File: config.mk
export PLATFORM = sky130hd
export DESIGN_NAME = fcm_top
export DESIGN_NICKNAME = d
export VERILOG_FILES = /design/src/rtl/fcm_pkg.sv /design/src/rtl/fcm_sync.sv /design/src/rtl/fcm_top.sv
export SDC_FILE = /design/constraint.sdc
export NUM_CORES = 1
export LEC_CHECK = 0
export BUFFER_PORTS_ARGS = -buffer_cell sky130_fd_sc_hd__buf_2
export CORE_UTILIZATION = 36
export CTS_CLUSTER_SIZE = 25
export DETAILED_ROUTE_END_ITERATION = 10
export MAX_ROUTING_LAYER = met4
export PLACE_DENSITY = 0.88
export SYNTH_ARGS = -nofsm -noshare
export SYNTH_HDL_FRONTEND = slang
export SYNTH_SLANG_ARGS = --single-unit
File: constraint.sdc
create_clock -name CLK -period 1.05 [get_ports CLK]
set_clock_uncertainty 0.05 [all_clocks]
set_input_delay 0.105 -clock CLK [delete_from_list [all_inputs] [get_ports CLK]]
set_output_delay 0.105 -clock CLK [all_outputs]
set_load 0.1 [all_outputs]
File: src/rtl/fcm_pkg.sv
// Package for the flash controller mux and interrupt map glue.
// Assumes a single system clock and a synchronous active-high reset.
package fcm_pkg;

  // Interrupt line numbers
  localparam int IRQ_WIDTH = 32;
  localparam int SERIAL_PORT_IRQ_LINE = 0;
  localparam int FIRST_IO_PORT_IRQ_LINE = 1;
  localparam int SECOND_IO_PORT_IRQ_LINE = 2;
  localparam int BASE_FLASH_CTRL_IRQ_LINE = 3;
  localparam int ADAPTOR_PROG_FLASH_IRQ_LINE = 4;
  localparam int ADAPTOR_SINGLE_SERIAL_IRQ_LINE = 5;
  localparam int ADAPTOR_EXEC_FLASH_IRQ_LINE = 6;
  localparam int ADAPTOR_FITTED_LINE = 31;

  // Select bit position within the first adaptor output port
  localparam int SELECT_BIT = 0;
  localparam int IO_PORT_WIDTH = 32;

  // Boot address of the execute-in-place controller
  localparam logic [31:0] EXEC_BOOT_ADDR = 32'h0000_0000;

  // Controller choice; reset value is execute-in-place
  typedef enum logic [0:0] {
    FCM_SEL_EXEC = 1'b0,
    FCM_SEL_PROG = 1'b1
  } fcm_sel_t;
  localparam fcm_sel_t SEL_RESET = FCM_SEL_EXEC;

  // Reset and idle values
  localparam logic [3:0] DQ_IDLE = 4'h0;
  localparam logic FLAG_RESET = 1'b0;
  localparam logic FITTED_N_RESET = 1'b1;
  localparam logic [IRQ_WIDTH-1:0] IRQ_RESET = 32'h8000_0000;

  // Quad-SPI pin group, one side of the mux
  typedef struct packed {
    logic sclk;
    logic cs_n;
    logic [3:0] dq_o;
    logic [3:0] dq_oe;
  } fcm_qspi_drv_t;

  localparam fcm_qspi_drv_t QSPI_IDLE = '{sclk: 1'b0, cs_n: 1'b1, dq_o: 4'h0, dq_oe: 4'h0};

  // Peripheral interrupt sources
  typedef struct packed {
    logic serial_port;
    logic first_io_port;
    logic second_io_port;
    logic base_flash_ctrl;
    logic adaptor_prog_flash;
    logic adaptor_single_serial;
    logic adaptor_exec_flash;
  } fcm_irq_src_t;

endpackage

File: src/rtl/fcm_sync.sv
// Two flip-flop synchroniser for one level from outside the clock domain.
// Assumes the input is a slow level; output lags by two edges.
`timescale 1ns/100ps
module fcm_sync (
  // Clock and reset
  input wire logic clk,
  input wire logic rst,
  input wire logic rst_val,
  // Level
  input wire logic d,
  output logic q
);
  logic stage;

  always_ff @(posedge clk)
  begin
    if (rst)
    begin
      stage <= rst_val;
      q <= rst_val;
    end
    else
    begin
      stage <= d;
      q <= stage;
    end
  end
endmodule

File: src/rtl/fcm_top.sv
// Flash controller mux and processor interrupt line map.
// Assumes peripheral interrupts and the select come from CLK-domain logic;
// the adaptor-fitted strap is a board pin and is synchronised.
// The select reaches the pins two edges after the port bit changes;
// flash read data reaches the owning controller three edges after the pins.
`timescale 1ns/100ps
module fcm_top (
  // Clock and reset
  input wire logic CLK,
  input wire logic RST,
  // Adaptor output port and fitted strap
  input wire logic [fcm_pkg::IO_PORT_WIDTH-1:0] ADAPTOR_IO_OUT,
  input wire logic ADAPTOR_FITTED_N,
  // Controller drives
  input wire fcm_pkg::fcm_qspi_drv_t EXEC_QSPI,
  input wire fcm_pkg::fcm_qspi_drv_t PROG_QSPI,
  // Flash pins
  input wire logic [3:0] FLASH_DQ_IN,
  output logic FLASH_SCLK,
  output logic FLASH_CS_N,
  output logic [3:0] FLASH_DQ_OUT,
  output logic [3:0] FLASH_DQ_OE,
  // Read data back to the controllers
  output logic [3:0] EXEC_DQ_IN,
  output logic [3:0] PROG_DQ_IN,
  // Interrupts
  input wire fcm_pkg::fcm_irq_src_t IRQ_SRC,
  output logic [fcm_pkg::IRQ_WIDTH-1:0] PROC_IRQ,
  // Status
  output logic FLASH_SEL_PROG,
  output logic EXEC_AT_ZERO,
  output logic FETCH_HAZARD
);
  fcm_pkg::fcm_sel_t sel;
  fcm_pkg::fcm_sel_t next_sel;
  fcm_pkg::fcm_qspi_drv_t next_drv;
  logic fitted_n_sync;
  logic [3:0] dq_meta;
  logic [3:0] dq_sync;
  logic [fcm_pkg::IRQ_WIDTH-1:0] next_irq;

  // Normal-mode controller owns the flash
  function automatic logic sel_is_prog(input fcm_pkg::fcm_sel_t s);
    return s == fcm_pkg::FCM_SEL_PROG;
  endfunction

  // Adaptor strap is active low
  function automatic logic adaptor_fitted(input logic fitted_n);
    return !fitted_n;
  endfunction

  // Adaptor strap, taken through two flops; reads as not fitted in reset
  fcm_sync u_fitted_sync (
    .clk(CLK),
    .rst(RST),
    .rst_val(fcm_pkg::FITTED_N_RESET),
    .d(ADAPTOR_FITTED_N),
    .q(fitted_n_sync)
  );

  // Select line from port bit 0
  always_comb
  begin
    if (ADAPTOR_IO_OUT[fcm_pkg::SELECT_BIT])
      next_sel = fcm_pkg::FCM_SEL_PROG;
    else
      next_sel = fcm_pkg::FCM_SEL_EXEC;
  end

  always_ff @(posedge CLK)
  begin
    if (RST)
      sel <= fcm_pkg::SEL_RESET;
    else
      sel <= next_sel;
  end

  // Only one controller reaches the pins
  always_comb
  begin
    unique case (sel)
      fcm_pkg::FCM_SEL_EXEC: next_drv = EXEC_QSPI;
      fcm_pkg::FCM_SEL_PROG: next_drv = PROG_QSPI;
    endcase
  end

  // Serial clock from the owning controller
  always_ff @(posedge CLK)
  begin
    if (RST)
      FLASH_SCLK <= fcm_pkg::QSPI_IDLE.sclk;
    else
      FLASH_SCLK <= next_drv.sclk;
  end

  // Chip select from the owning controller
  always_ff @(posedge CLK)
  begin
    if (RST)
      FLASH_CS_N <= fcm_pkg::QSPI_IDLE.cs_n;
    else
      FLASH_CS_N <= next_drv.cs_n;
  end

  // Data out from the owning controller
  always_ff @(posedge CLK)
  begin
    if (RST)
      FLASH_DQ_OUT <= fcm_pkg::QSPI_IDLE.dq_o;
    else
      FLASH_DQ_OUT <= next_drv.dq_o;
  end

  // Data enables from the owning controller; high drives the pin
  always_ff @(posedge CLK)
  begin
    if (RST)
      FLASH_DQ_OE <= fcm_pkg::QSPI_IDLE.dq_oe;
    else
      FLASH_DQ_OE <= next_drv.dq_oe;
  end

  // Flash read data through two flops
  always_ff @(posedge CLK)
  begin
    if (RST)
    begin
      dq_meta <= fcm_pkg::DQ_IDLE;
      dq_sync <= fcm_pkg::DQ_IDLE;
    end
    else
    begin
      dq_meta <= FLASH_DQ_IN;
      dq_sync <= dq_meta;
    end
  end

  // Unselected controller sees idle data, so fetches fail when deselected
  always_ff @(posedge CLK)
  begin
    if (RST)
      EXEC_DQ_IN <= fcm_pkg::DQ_IDLE;
    else if (sel_is_prog(sel))
      EXEC_DQ_IN <= fcm_pkg::DQ_IDLE;
    else
      EXEC_DQ_IN <= dq_sync;
  end

  // Normal-mode controller sees data only while selected
  always_ff @(posedge CLK)
  begin
    if (RST)
      PROG_DQ_IN <= fcm_pkg::DQ_IDLE;
    else if (sel_is_prog(sel))
      PROG_DQ_IN <= dq_sync;
    else
      PROG_DQ_IN <= fcm_pkg::DQ_IDLE;
  end

  // Interrupt line map
  always_comb
  begin
    next_irq = '0;
    next_irq[fcm_pkg::SERIAL_PORT_IRQ_LINE] = IRQ_SRC.serial_port;
    next_irq[fcm_pkg::FIRST_IO_PORT_IRQ_LINE] = IRQ_SRC.first_io_port;
    next_irq[fcm_pkg::SECOND_IO_PORT_IRQ_LINE] = IRQ_SRC.second_io_port;
    next_irq[fcm_pkg::BASE_FLASH_CTRL_IRQ_LINE] = IRQ_SRC.base_flash_ctrl;
    next_irq[fcm_pkg::ADAPTOR_PROG_FLASH_IRQ_LINE] = IRQ_SRC.adaptor_prog_flash;
    next_irq[fcm_pkg::ADAPTOR_SINGLE_SERIAL_IRQ_LINE] = IRQ_SRC.adaptor_single_serial;
    next_irq[fcm_pkg::ADAPTOR_EXEC_FLASH_IRQ_LINE] = IRQ_SRC.adaptor_exec_flash;
    next_irq[fcm_pkg::ADAPTOR_FITTED_LINE] = fitted_n_sync;
  end

  always_ff @(posedge CLK)
  begin
    if (RST)
      PROC_IRQ <= fcm_pkg::IRQ_RESET;
    else
      PROC_IRQ <= next_irq;
  end

  // Normal-mode controller selected
  always_ff @(posedge CLK)
  begin
    if (RST)
      FLASH_SEL_PROG <= fcm_pkg::FLAG_RESET;
    else
      FLASH_SEL_PROG <= sel_is_prog(sel);
  end

  // Address decode moves the exec controller to zero when fitted
  always_ff @(posedge CLK)
  begin
    if (RST)
      EXEC_AT_ZERO <= fcm_pkg::FLAG_RESET;
    else
      EXEC_AT_ZERO <= adaptor_fitted(fitted_n_sync);
  end

  // Booting from flash with the normal controller selected: fetches stall
  always_ff @(posedge CLK)
  begin
    if (RST)
      FETCH_HAZARD <= fcm_pkg::FLAG_RESET;
    else if (adaptor_fitted(fitted_n_sync))
      FETCH_HAZARD <= sel_is_prog(sel);
    else
      FETCH_HAZARD <= fcm_pkg::FLAG_RESET;
  end
endmodule

==> reports/qor.txt, run 1 <==
TritonCTS clock tree: yes
Worst-Skew Late Latency: 290 ps
H-tree levels: 2
FILL cells: 244
Buffers on Ports: 63
Reg2Reg Capture Point: PROG_DQ_IN[2]
power per cell area: 1740 nW/um2
number of max-slew violations in the final report: 0
number of primary I/O pins: 119
endpoint type of the worst setup path: flip-flop
VDD IR-drop max: 1.07 mV
synthesis-stage register bit count: 40
commonest cells after routing, fill and taps aside: sky130_fd_sc_hd__buf_2 (34), sky130_fd_sc_hd__dfxtp_2 (30), sky130_fd_sc_hd__buf_12 (30), sky130_fd_sc_hd__conb_1 (24), sky130_fd_sc_hd__nor2b_1 (18)
critical path buffer and inverter count: 1
startpoint of the worst hold path: FLASH_DQ_IN[2]
final critical path time including I/O delays and setup: 1020 ps
Post-Syn Instances: 120
failing checks: hold timing
Syn. warnings: 0
Starting Density: 38.9%
number of nets with antenna violations after detailed routing: 0
via count of the first global-routing pass: 989
launching instance or port of the critical path: sel
Chip Height: 63.0 um
type of the worst min-delay path: primary input to flip-flop
largest net degree at the start of global routing: 16
maximum clock frequency: 978 MHz
reg2reg start: sel
Stages on worst setup path: 3
number of detailed-routing iterations run before antenna repair: 4
multi-input combinational cell area: 413 um2
GRT overflow: 0
commonest non-fill, non-tap cell in the layout: sky130_fd_sc_hd__buf_2
clk buf depth: 2
cell class contributing the biggest share of worst-path delay: simple AND/OR/NAND/NOR gates
area of the mapped netlist: 1340 um2
final hold viol count: 1
Finished Layout Cells: 246
Final setup violation count: 0
Leakage: 1.05 nW
TritonCTS sink count: 40
DR iter-0 viols: 33
FF/Latch Area: 838 um2
fraction of layout cells with a size suffix above 1: 53.0%
unrepaired setup endpoints after global routing: false
WL per Instance: 13.6 um
capturing instance or port of the critical path: PROG_DQ_IN[2]
Max stage delay cell, worst path: sky130_fd_sc_hd__dfxtp_2
number of distinct library cells after synthesis: 13
placed insts: 227
Reg2Reg Depth: 3
sum of negative setup slack: 0 ps
remaining routing DRC violations: 0
Arrival @ worst endpoint: 1160 ps
via-per-instance ratio: 4.09
final wirelength: 3350 um
path type of the worst setup path: flip-flop to flip-flop
Core ar.: 3440 um2
data required time of the worst path: 1180 ps
final net count: 265
antenna violations before repair: 0
cts bufs inserted: 5
Die Area: 3960 um2
Syn-to-layout area delta: 73.4%
Detailed Place HPWL: 2350 um
row count: 21
syn avg cell area: 11.1 um2
fraction of the cycle the final worst path needs: 97.4%
worst hold slack after final layout: -2.01 ps
wire length of the first global-routing pass: 4950 um
# Max-Cap Violations: 0
Critical Path Start Type: flip-flop
portion of the post-synthesis area used by sequential elements: 59.9%
via count: 1005
slowest stage delay, CP: 330 ps
setup slack, reg-to-reg: 30 ps
Cell Chain, Critical Path: buf_12 -> and2b_1 -> and2_1
Die X: 63.0 um
result of the run: finished, violations left
CTS Root Buffer Type: sky130_fd_sc_hd__clkbuf_8
final weighted congestion of routability-driven global placement: 0.664
maximum fanout along the worst path: 13
antenna diode instance count: 0
clock slew at reported path FFs: 70 ps
worst hold path stage count: 2
total track usage: 17.8%
[cell usage after synthesis]
master,n,area share [%]
sky130_fd_sc_hd__dfxtp_1,40,60
sky130_fd_sc_hd__buf_4,24,13
sky130_fd_sc_hd__nor2b_1,18,8.4
sky130_fd_sc_hd__nor2_1,11,3.1
sky130_fd_sc_hd__mux2i_1,9,6.7
sky130_fd_sc_hd__and2_1,8,3.7
sky130_fd_sc_hd__buf_2,3,1.1
sky130_fd_sc_hd__or2_2,2,0.94
sky130_fd_sc_hd__a211o_1,1,0.65
sky130_fd_sc_hd__and2b_1,1,0.56
sky130_fd_sc_hd__buf_6,1,0.84
sky130_fd_sc_hd__conb_1,1,0.28
sky130_fd_sc_hd__inv_1,1,0.28
[per-stage QoR]
stage	hold slack, ps	area, um2	util, %	total power [mW]	worst slack [ps]
after floorplan	159	1460	-	2.54	151
after global placement	240	2100	60.9	2.77	76.7
after detailed placement	253	2100	60.9	2.79	42.9
after CTS	2.31	2320	67.4	4.03	30.5
after global routing	7.91	2320	67.4	4.13	10.6
final	-2.01	2320	67.4	4.03	27.2
[where the power goes]
part / internal, mW / switching, mW
clock network: 0.703 / 0.528
logic: 0.311 / 0.841
registers: 1.60 / 0.0500
[per-layer routing]
metal | part of all wire, % | wire length, um | vias to the layer above | global-route usage (%)
li1 | - | - | 475 | -
met1 | 32 | 1080 | 477 | 14.5
met2 | 60 | 2010 | 45 | 35.9
met3 | 5.2 | 174 | 8 | 4.93
met4 | 2.2 | 74 | 0 | 7.85
met5 | 0 | 0 | - | -
[worst register-to-register path: stages, from the launching register on]
cell	delay [ps]
sky130_fd_sc_hd__dfxtp_2	330
sky130_fd_sc_hd__buf_12	150
sky130_fd_sc_hd__and2b_1	210
sky130_fd_sc_hd__and2_1	170
[cell type report]
class	instances	area share, %
inverters	1	0.162
clock buffers	5	2.97
well taps	46	2.48
repair buffers	77	38.6
clock inverters	3	1.83
multi-input cells	74	17.8
flip-flops and latches	40	36.1
[sequential cells by signal (all words and copies together) (netlist names), 4 cells and up]
register,cells
dq_sync,4
FLASH_DQ_OE,4
EXEC_DQ_IN,4
PROC_IRQ,8
FLASH_DQ_OUT,4
dq_meta,4
PROG_DQ_IN,4
[cell families after synthesis]
| kind of cell | count (synthesis) | synth area share [%] |
|---|---|---|
| AO/OA/AOI/OAI | 1 | 0.655 |
| buffers and inverters | 29 | 15.7 |
| flip-flops | 40 | 59.9 |
| multiplexers | 9 | 6.74 |
| other | 1 | 0.280 |
| AND/OR/NAND/NOR | 40 | 16.7 |
[worst min path at each step]
stage	endpoint	slack [ps]
floorplan	u_fitted_sync.stage	160
global placement	u_fitted_sync.stage	240
detailed placement	u_fitted_sync.stage	250
CTS	PROC_IRQ[4]	2
global route	FLASH_DQ_OUT[0]	8
finish	dq_meta[2]	-2
[timing repair]
action | CTS | global route
endpoints found under the hold margin | 11 | 0
hold buffers | 11 | 0
gates resized for setup | 0 | 1
setup endpoints to repair | 0 | 3
setup buffers | 0 | 0
Note: power is estimated with default switching activity, not from simulation.
==> run 2: changes to the inputs <==
- CELL_PAD_IN_SITES_DETAIL_PLACEMENT: unset -> 1
- CELL_PAD_IN_SITES_GLOBAL_PLACEMENT: unset -> 1
- CORE_UTILIZATION: 36 -> 25
- PLACE_DENSITY: 0.88 -> 0.89
==> run 2 against run 1 <==
Against the previous run:
- the flow now finishes without violations
- cell count up 9.8%
- register-to-register slack about the same
- via count down 2.2%
- combinational power about the same
- final area up 1.2%
- count of clock-buffer cells in the layout up 1
- routed wire length down 12%
- critical path type unchanged
- largest cell class unchanged
- highest routed layer unchanged
==> reports/qor.txt, run 2 (synthesis gave the netlist of run 1 again) <==
number of nets with antenna violations after detailed routing: 0 (unchanged)
final hold viol count: 0 (-1)
final wirelength: 2950 um (-12%)
Chip Height: 75.1 um (+19%)
wire length of the first global-routing pass: 4310 um (-13%)
commonest non-fill, non-tap cell in the layout: sky130_fd_sc_hd__buf_2
H-tree levels: 2 (unchanged)
Starting Density: 26.0% (-13 points)
final weighted congestion of routability-driven global placement: 0.542 (-18%)
number of detailed-routing iterations run before antenna repair: 3 (-1)
result of the run: finished clean
fraction of the cycle the final worst path needs: 97.9% (+0.44 points)
antenna diode instance count: 0 (unchanged)
final net count: 265 (unchanged)
largest net degree at the start of global routing: 14 (-2)
VDD IR-drop max: 0.750 mV (-30%)
antenna violations before repair: 0 (unchanged)
TritonCTS sink count: 40 (unchanged)
Detailed Place HPWL: 2390 um (+1.8%)
Core ar.: 5140 um2 (+49%)
fraction of layout cells with a size suffix above 1: 54.0% (+1.0 points)
FF/Latch Area: 838 um2 (unchanged)
number of max-slew violations in the final report: 0 (unchanged)
Arrival @ worst endpoint: 1150 ps (about the same)
Leakage: 1.06 nW (+0.25%)
number of primary I/O pins: 119 (unchanged)
endpoint type of the worst setup path: flip-flop
clk buf depth: 2 (unchanged)
flip-flop count of the largest register, all copies and words added: 8 (unchanged)
placed insts: 252 (+11%)
path type of the worst setup path: flip-flop to flip-flop
Buffers on Ports: 63 (unchanged)
Worst-Skew Late Latency: 280 ps (about the same)
Die X: 75.1 um (+19%)
CTS Root Buffer Type: sky130_fd_sc_hd__clkbuf_8
Die Area: 5650 um2 (+42%)
GRT overflow: 0 (unchanged)
Finished Layout Cells: 270 (+9.8%)
row count: 26 (+24%)
maximum fanout along the worst path: 13 (unchanged)
data required time of the worst path: 1170 ps (about the same)
unrepaired setup endpoints after global routing: false
# Max-Cap Violations: 0 (unchanged)
via count: 983 (-2.2%)
power per cell area: 1690 nW/um2 (-2.4%)
DR iter-0 viols: 43 (+30%)
via-per-instance ratio: 3.64 (-11%)
clock slew at reported path FFs: 80 ps (about the same)
Critical Path Start Type: flip-flop
total track usage: 11.2% (-6.6 points)
remaining routing DRC violations: 0 (unchanged)
top register by number of flip-flops: PROC_IRQ
TritonCTS clock tree: yes
cts bufs inserted: 5 (unchanged)
multi-input combinational cell area: 417 um2 (+0.91%)
via count of the first global-routing pass: 984 (-0.51%)
Syn-to-layout area delta: 75.5%
type of the worst min-delay path: primary input to flip-flop
WL per Instance: 10.9 um (-20%)
maximum clock frequency: 973 MHz (-0.45%)
sum of negative setup slack: 0 ps (unchanged)
number of buffers added for setup after CTS: 0 (unchanged)
Final setup violation count: 0 (unchanged)
FILL cells: 560 (+130%)
commonest cells after routing, fill and taps aside: sky130_fd_sc_hd__buf_2 (34), sky130_fd_sc_hd__dfxtp_2 (30), sky130_fd_sc_hd__buf_12 (30), sky130_fd_sc_hd__conb_1 (24), sky130_fd_sc_hd__nor2b_1 (18)
final critical path time including I/O delays and setup: 1030 ps (+4.59 ps)
-- run 2: what timing repair did --
item	CTS	global route
hold buffers	10	0
gates resized for setup	0	3
setup endpoints to repair	0	2
endpoints found under the hold margin	10	0
-- run 2: cell type report --
type | instances | area share, %
clock buffer | 6 | 3.09
clock inverter | 2 | 1.49
inverter | 1 | 0.160
multi-input combinational | 74 | 17.8
sequential | 40 | 35.7
tap | 70 | 3.73
timing repair buffer | 77 | 38.1
-- run 2: worst max-delay path, stage by stage (launching register included) --
cell                      delay (ps)
sky130_fd_sc_hd__dfxtp_2         330
sky130_fd_sc_hd__buf_12          150
sky130_fd_sc_hd__and2b_2         220
sky130_fd_sc_hd__and2_1          160
-- run 2: power by group --
part           switching, mW  leakage [nW]  internal (mW)
combinational          0.828         0.662          0.311
sequential            0.0467         0.339           1.60
clock                  0.489        0.0552          0.705
-- run 2: layer usage --
metal / wire, um / GRT usage, % / vias to the layer above
li1: - / - / 476
met1: 984 / 9.88 / 442
met2: 1690 / 21.4 / 60
met3: 224 / 2.95 / 5
met4: 54 / 6.17 / 0
met5: 0 / - / -
-- run 2: final timing paths --
path                        start             to  slack [ps]  cells past startpoint
setup / recovery              sel  PROG_DQ_IN[0]          20                      3
hold reg to reg   u_fitted_sync.q   FETCH_HAZARD         360                      1
setup reg to reg              sel  PROG_DQ_IN[0]          20                      3
hold / removal     FLASH_DQ_IN[1]     dq_meta[1]        0.09                      2
-- run 2: stage by stage --
stage | instance area (um2) | hold WS [ps] | setup slack [ps] | power, mW | utilization [%]
after floorplan | 1460 | 159 | 151 | 2.54 | -
after global placement | 2130 | 261 | 67.9 | 2.78 | 41.5
after detailed placement | 2130 | 258 | 34.4 | 2.79 | 41.5
after CTS | 2340 | 1.81 | 15.6 | 4.03 | 45.6
after global routing | 2350 | 12.6 | 6.22 | 4.14 | 45.7
final | 2350 | 0.0885 | 22.6 | 3.98 | 45.7
==> run 3: changes to the inputs <==
- clock period: 1.05 -> 1 ns (I/O delays scaled with it)
==> run 3 against run 2 <==
Against the previous run:
- setup slack better by 8.4 ps
- sequential power up 5%
- final area up 4.3%
- cell count up 3.3%
- die area unchanged
- non-clock buffer count up 9
- via count up 3.3%
- highest routed layer unchanged
- global-route usage up 0.58 points
- total power up 5.9%
- first-iteration DRC count down 47%
- count of clock-buffer cells in the layout down 1
- critical endpoint is now EXEC_DQ_IN[3]
==> reports/qor.txt, run 3 (synthesis gave the netlist of run 1 again) <==
WL per Instance: 11.3 um (+3.1%)
number of max-slew violations in the final report: 0 (unchanged)
cts bufs inserted: 5 (unchanged)
PnR Total Power: 4.21 mW (+5.9%)
maximum fanout along the worst path: 1 (-12)
slowest stage delay, CP: 360 ps (+30 ps)
final critical path time including I/O delays and setup: 969 ps
Buffers on Ports: 63 (unchanged)
clock slew at reported path FFs: 70 ps (about the same)
Reg2Reg Capture Point: FLASH_CS_N
GRT overflow: 0 (unchanged)
met3 wire length: 272 um (+21%)
length of routed met2 wiring: 1760 um (+4.3%)
final wirelength: 3140 um (+6.5%)
hold endpoint: FLASH_CS_N
Max stage delay cell, worst path: sky130_fd_sc_hd__dfxtp_2
Final setup violation count: 0 (unchanged)
final net count: 274 (+3.4%)
final weighted congestion of routability-driven global placement: 0.541 (about the same)
number of primary I/O pins: 119 (unchanged)
reg2reg start: sel
via-per-instance ratio: 3.64 (about the same)
# Max-Cap Violations: 0 (unchanged)
type of the worst min-delay path: primary input to flip-flop
Chip Height: 75.1 um (unchanged)
maximum clock frequency: 1030 MHz
Cell Chain, Critical Path: buf_12
Core ar.: 5140 um2 (unchanged)
Arrival @ worst endpoint: 820 ps (-330 ps)
sum of negative setup slack: 0 ps (unchanged)
FILL cells: 557 (-0.54%)
top register by number of flip-flops: PROC_IRQ
Starting Density: 26.0% (unchanged)
commonest cells after routing, fill and taps aside: sky130_fd_sc_hd__buf_2 (34), sky130_fd_sc_hd__buf_12 (30), sky130_fd_sc_hd__dfxtp_2 (29), sky130_fd_sc_hd__conb_1 (24)
launching instance or port of the critical path: EXEC_DQ_IN[3]
remaining routing DRC violations: 0 (unchanged)
via count: 1015 (+3.3%)
final hold viol count: 0 (unchanged)
flip-flop count of the largest register, all copies and words added: 8 (unchanged)
VDD IR-drop max: 0.642 mV (-14%)
result of the run: finished clean
setup slack, reg-to-reg: 40 ps (+20 ps)
wire length on met1: 1060 um (+7.5%)
Worst-Skew Late Latency: 280 ps (about the same)
endpoint type of the worst setup path: output pin
wire length of the first global-routing pass: 4510 um (+4.6%)
CTS Root Buffer Type: sky130_fd_sc_hd__clkbuf_8
clk buf depth: 2 (unchanged)
fraction of the cycle the final worst path needs: 96.9%
Detailed Place HPWL: 2380 um (-0.55%)
TritonCTS clock tree: yes
worst hold path stage count: 2 (unchanged)
Syn-to-layout area delta: 83.1%
Reg2Reg Depth: 2 (-1)
via count of the first global-routing pass: 1023 (+4.0%)
Leakage: 1.10 nW (+3.8%)
fraction of layout cells with a size suffix above 1: 52.6% (-1.4 points)
highest routed layer: met4
path type of the worst setup path: flip-flop to output pin
TritonCTS sink count: 40 (unchanged)
Setup Slack @ Placement: -19.3 ps (-53.7 ps)
largest net degree at the start of global routing: 14 (unchanged)
data required time of the worst path: 850 ps (-320 ps)
DR iter-0 viols: 23 (-47%)
commonest non-fill, non-tap cell in the layout: sky130_fd_sc_hd__buf_2
startpoint of the worst hold path: PROG_QSPI[8]
row count: 26 (unchanged)
total track usage: 11.8% (+0.58 points)
antenna violations before repair: 0 (unchanged)
Die X: 75.1 um (unchanged)
Die Area: 5650 um2 (unchanged)
critical path buffer and inverter count: 1 (unchanged)
number of detailed-routing iterations run before antenna repair: 2 (-1)
cell class contributing the biggest share of worst-path delay: flip-flops
H-tree levels: 2 (unchanged)
Critical Path Start Type: flip-flop
antenna diode instance count: 0 (unchanged)
number of nets with antenna violations after detailed routing: 0 (unchanged)
power per cell area: 1720 nW/um2 (+1.5%)
final setup margin: 30.9 ps (+8.35 ps)
unrepaired setup endpoints after global routing: true
## run 3: layout make-up
| class | instances | area (um2) | area share [%] |
|---|---|---|---|
| sequential | 40 | 841 | 34.3 |
| tap | 70 | 87.6 | 3.58 |
| multi-input combinational | 74 | 417 | 17.0 |
| inverter | 1 | 3.75 | 0.153 |
| clock buffer | 5 | 68.8 | 2.81 |
| timing repair buffer | 86 | 988 | 40.4 |
| clock inverter | 3 | 42.5 | 1.74 |
## run 3: power by group
group / switching [mW] / total, mW / internal [mW] / leakage (nW)
Clock: 0.517 / 1.25 / 0.737 / 0.0541
Combinational: 0.876 / 1.23 / 0.352 / 0.702
Sequential: 0.0534 / 1.73 / 1.68 / 0.340
## run 3: what timing repair did
item / 4_1_cts / 5_1_grt
setup buffers: 1 / 1
endpoints found under the hold margin: 16 / 0
endpoints found under the setup margin: 5 / 7
hold buffers: 18 / 0
resized for setup: 5 / 1
gates cloned: 0 / 0
## run 3: how the worst max path moves through the flow
stage | slack [ps] | depth (start not counted) | end
6_report | 30 | 1 | EXEC_DQ_IN[3]
5_1_grt | -10 | 3 | FLASH_DQ_OUT[1]
4_1_cts | 2 | 3 | FLASH_DQ_OE[2]
3_5_place_dp | -20 | 3 | PROG_DQ_IN[0]
3_3_place_gp | 20 | 3 | PROG_DQ_IN[1]
2_1_floorplan | 100 | 3 | FLASH_DQ_OE[0]
## run 3: layer usage
layer  track usage, %  vias to the layer above
met3             4.42                        4
met5                -                        -
li1                 -                      493
met1             10.3                      456
met4             5.35                        0
met2             22.2                       62
## run 3: metrics by stage
| stage | utilization [%] | instance area [um2] | hold WS (ps) | cells |
|---|---|---|---|---|
| 3_5_place_dp | 41.5 | 2130 | 245 | 252 |
| 2_1_floorplan | - | 1460 | 154 | 143 |
| 3_3_place_gp | 41.5 | 2130 | 238 | 252 |
| 6_report | 47.6 | 2450 | 9.37 | 279 |
| 5_1_grt | 47.6 | 2450 | 3.04 | 279 |
| 4_1_cts | 47.2 | 2420 | 4.49 | 278 |
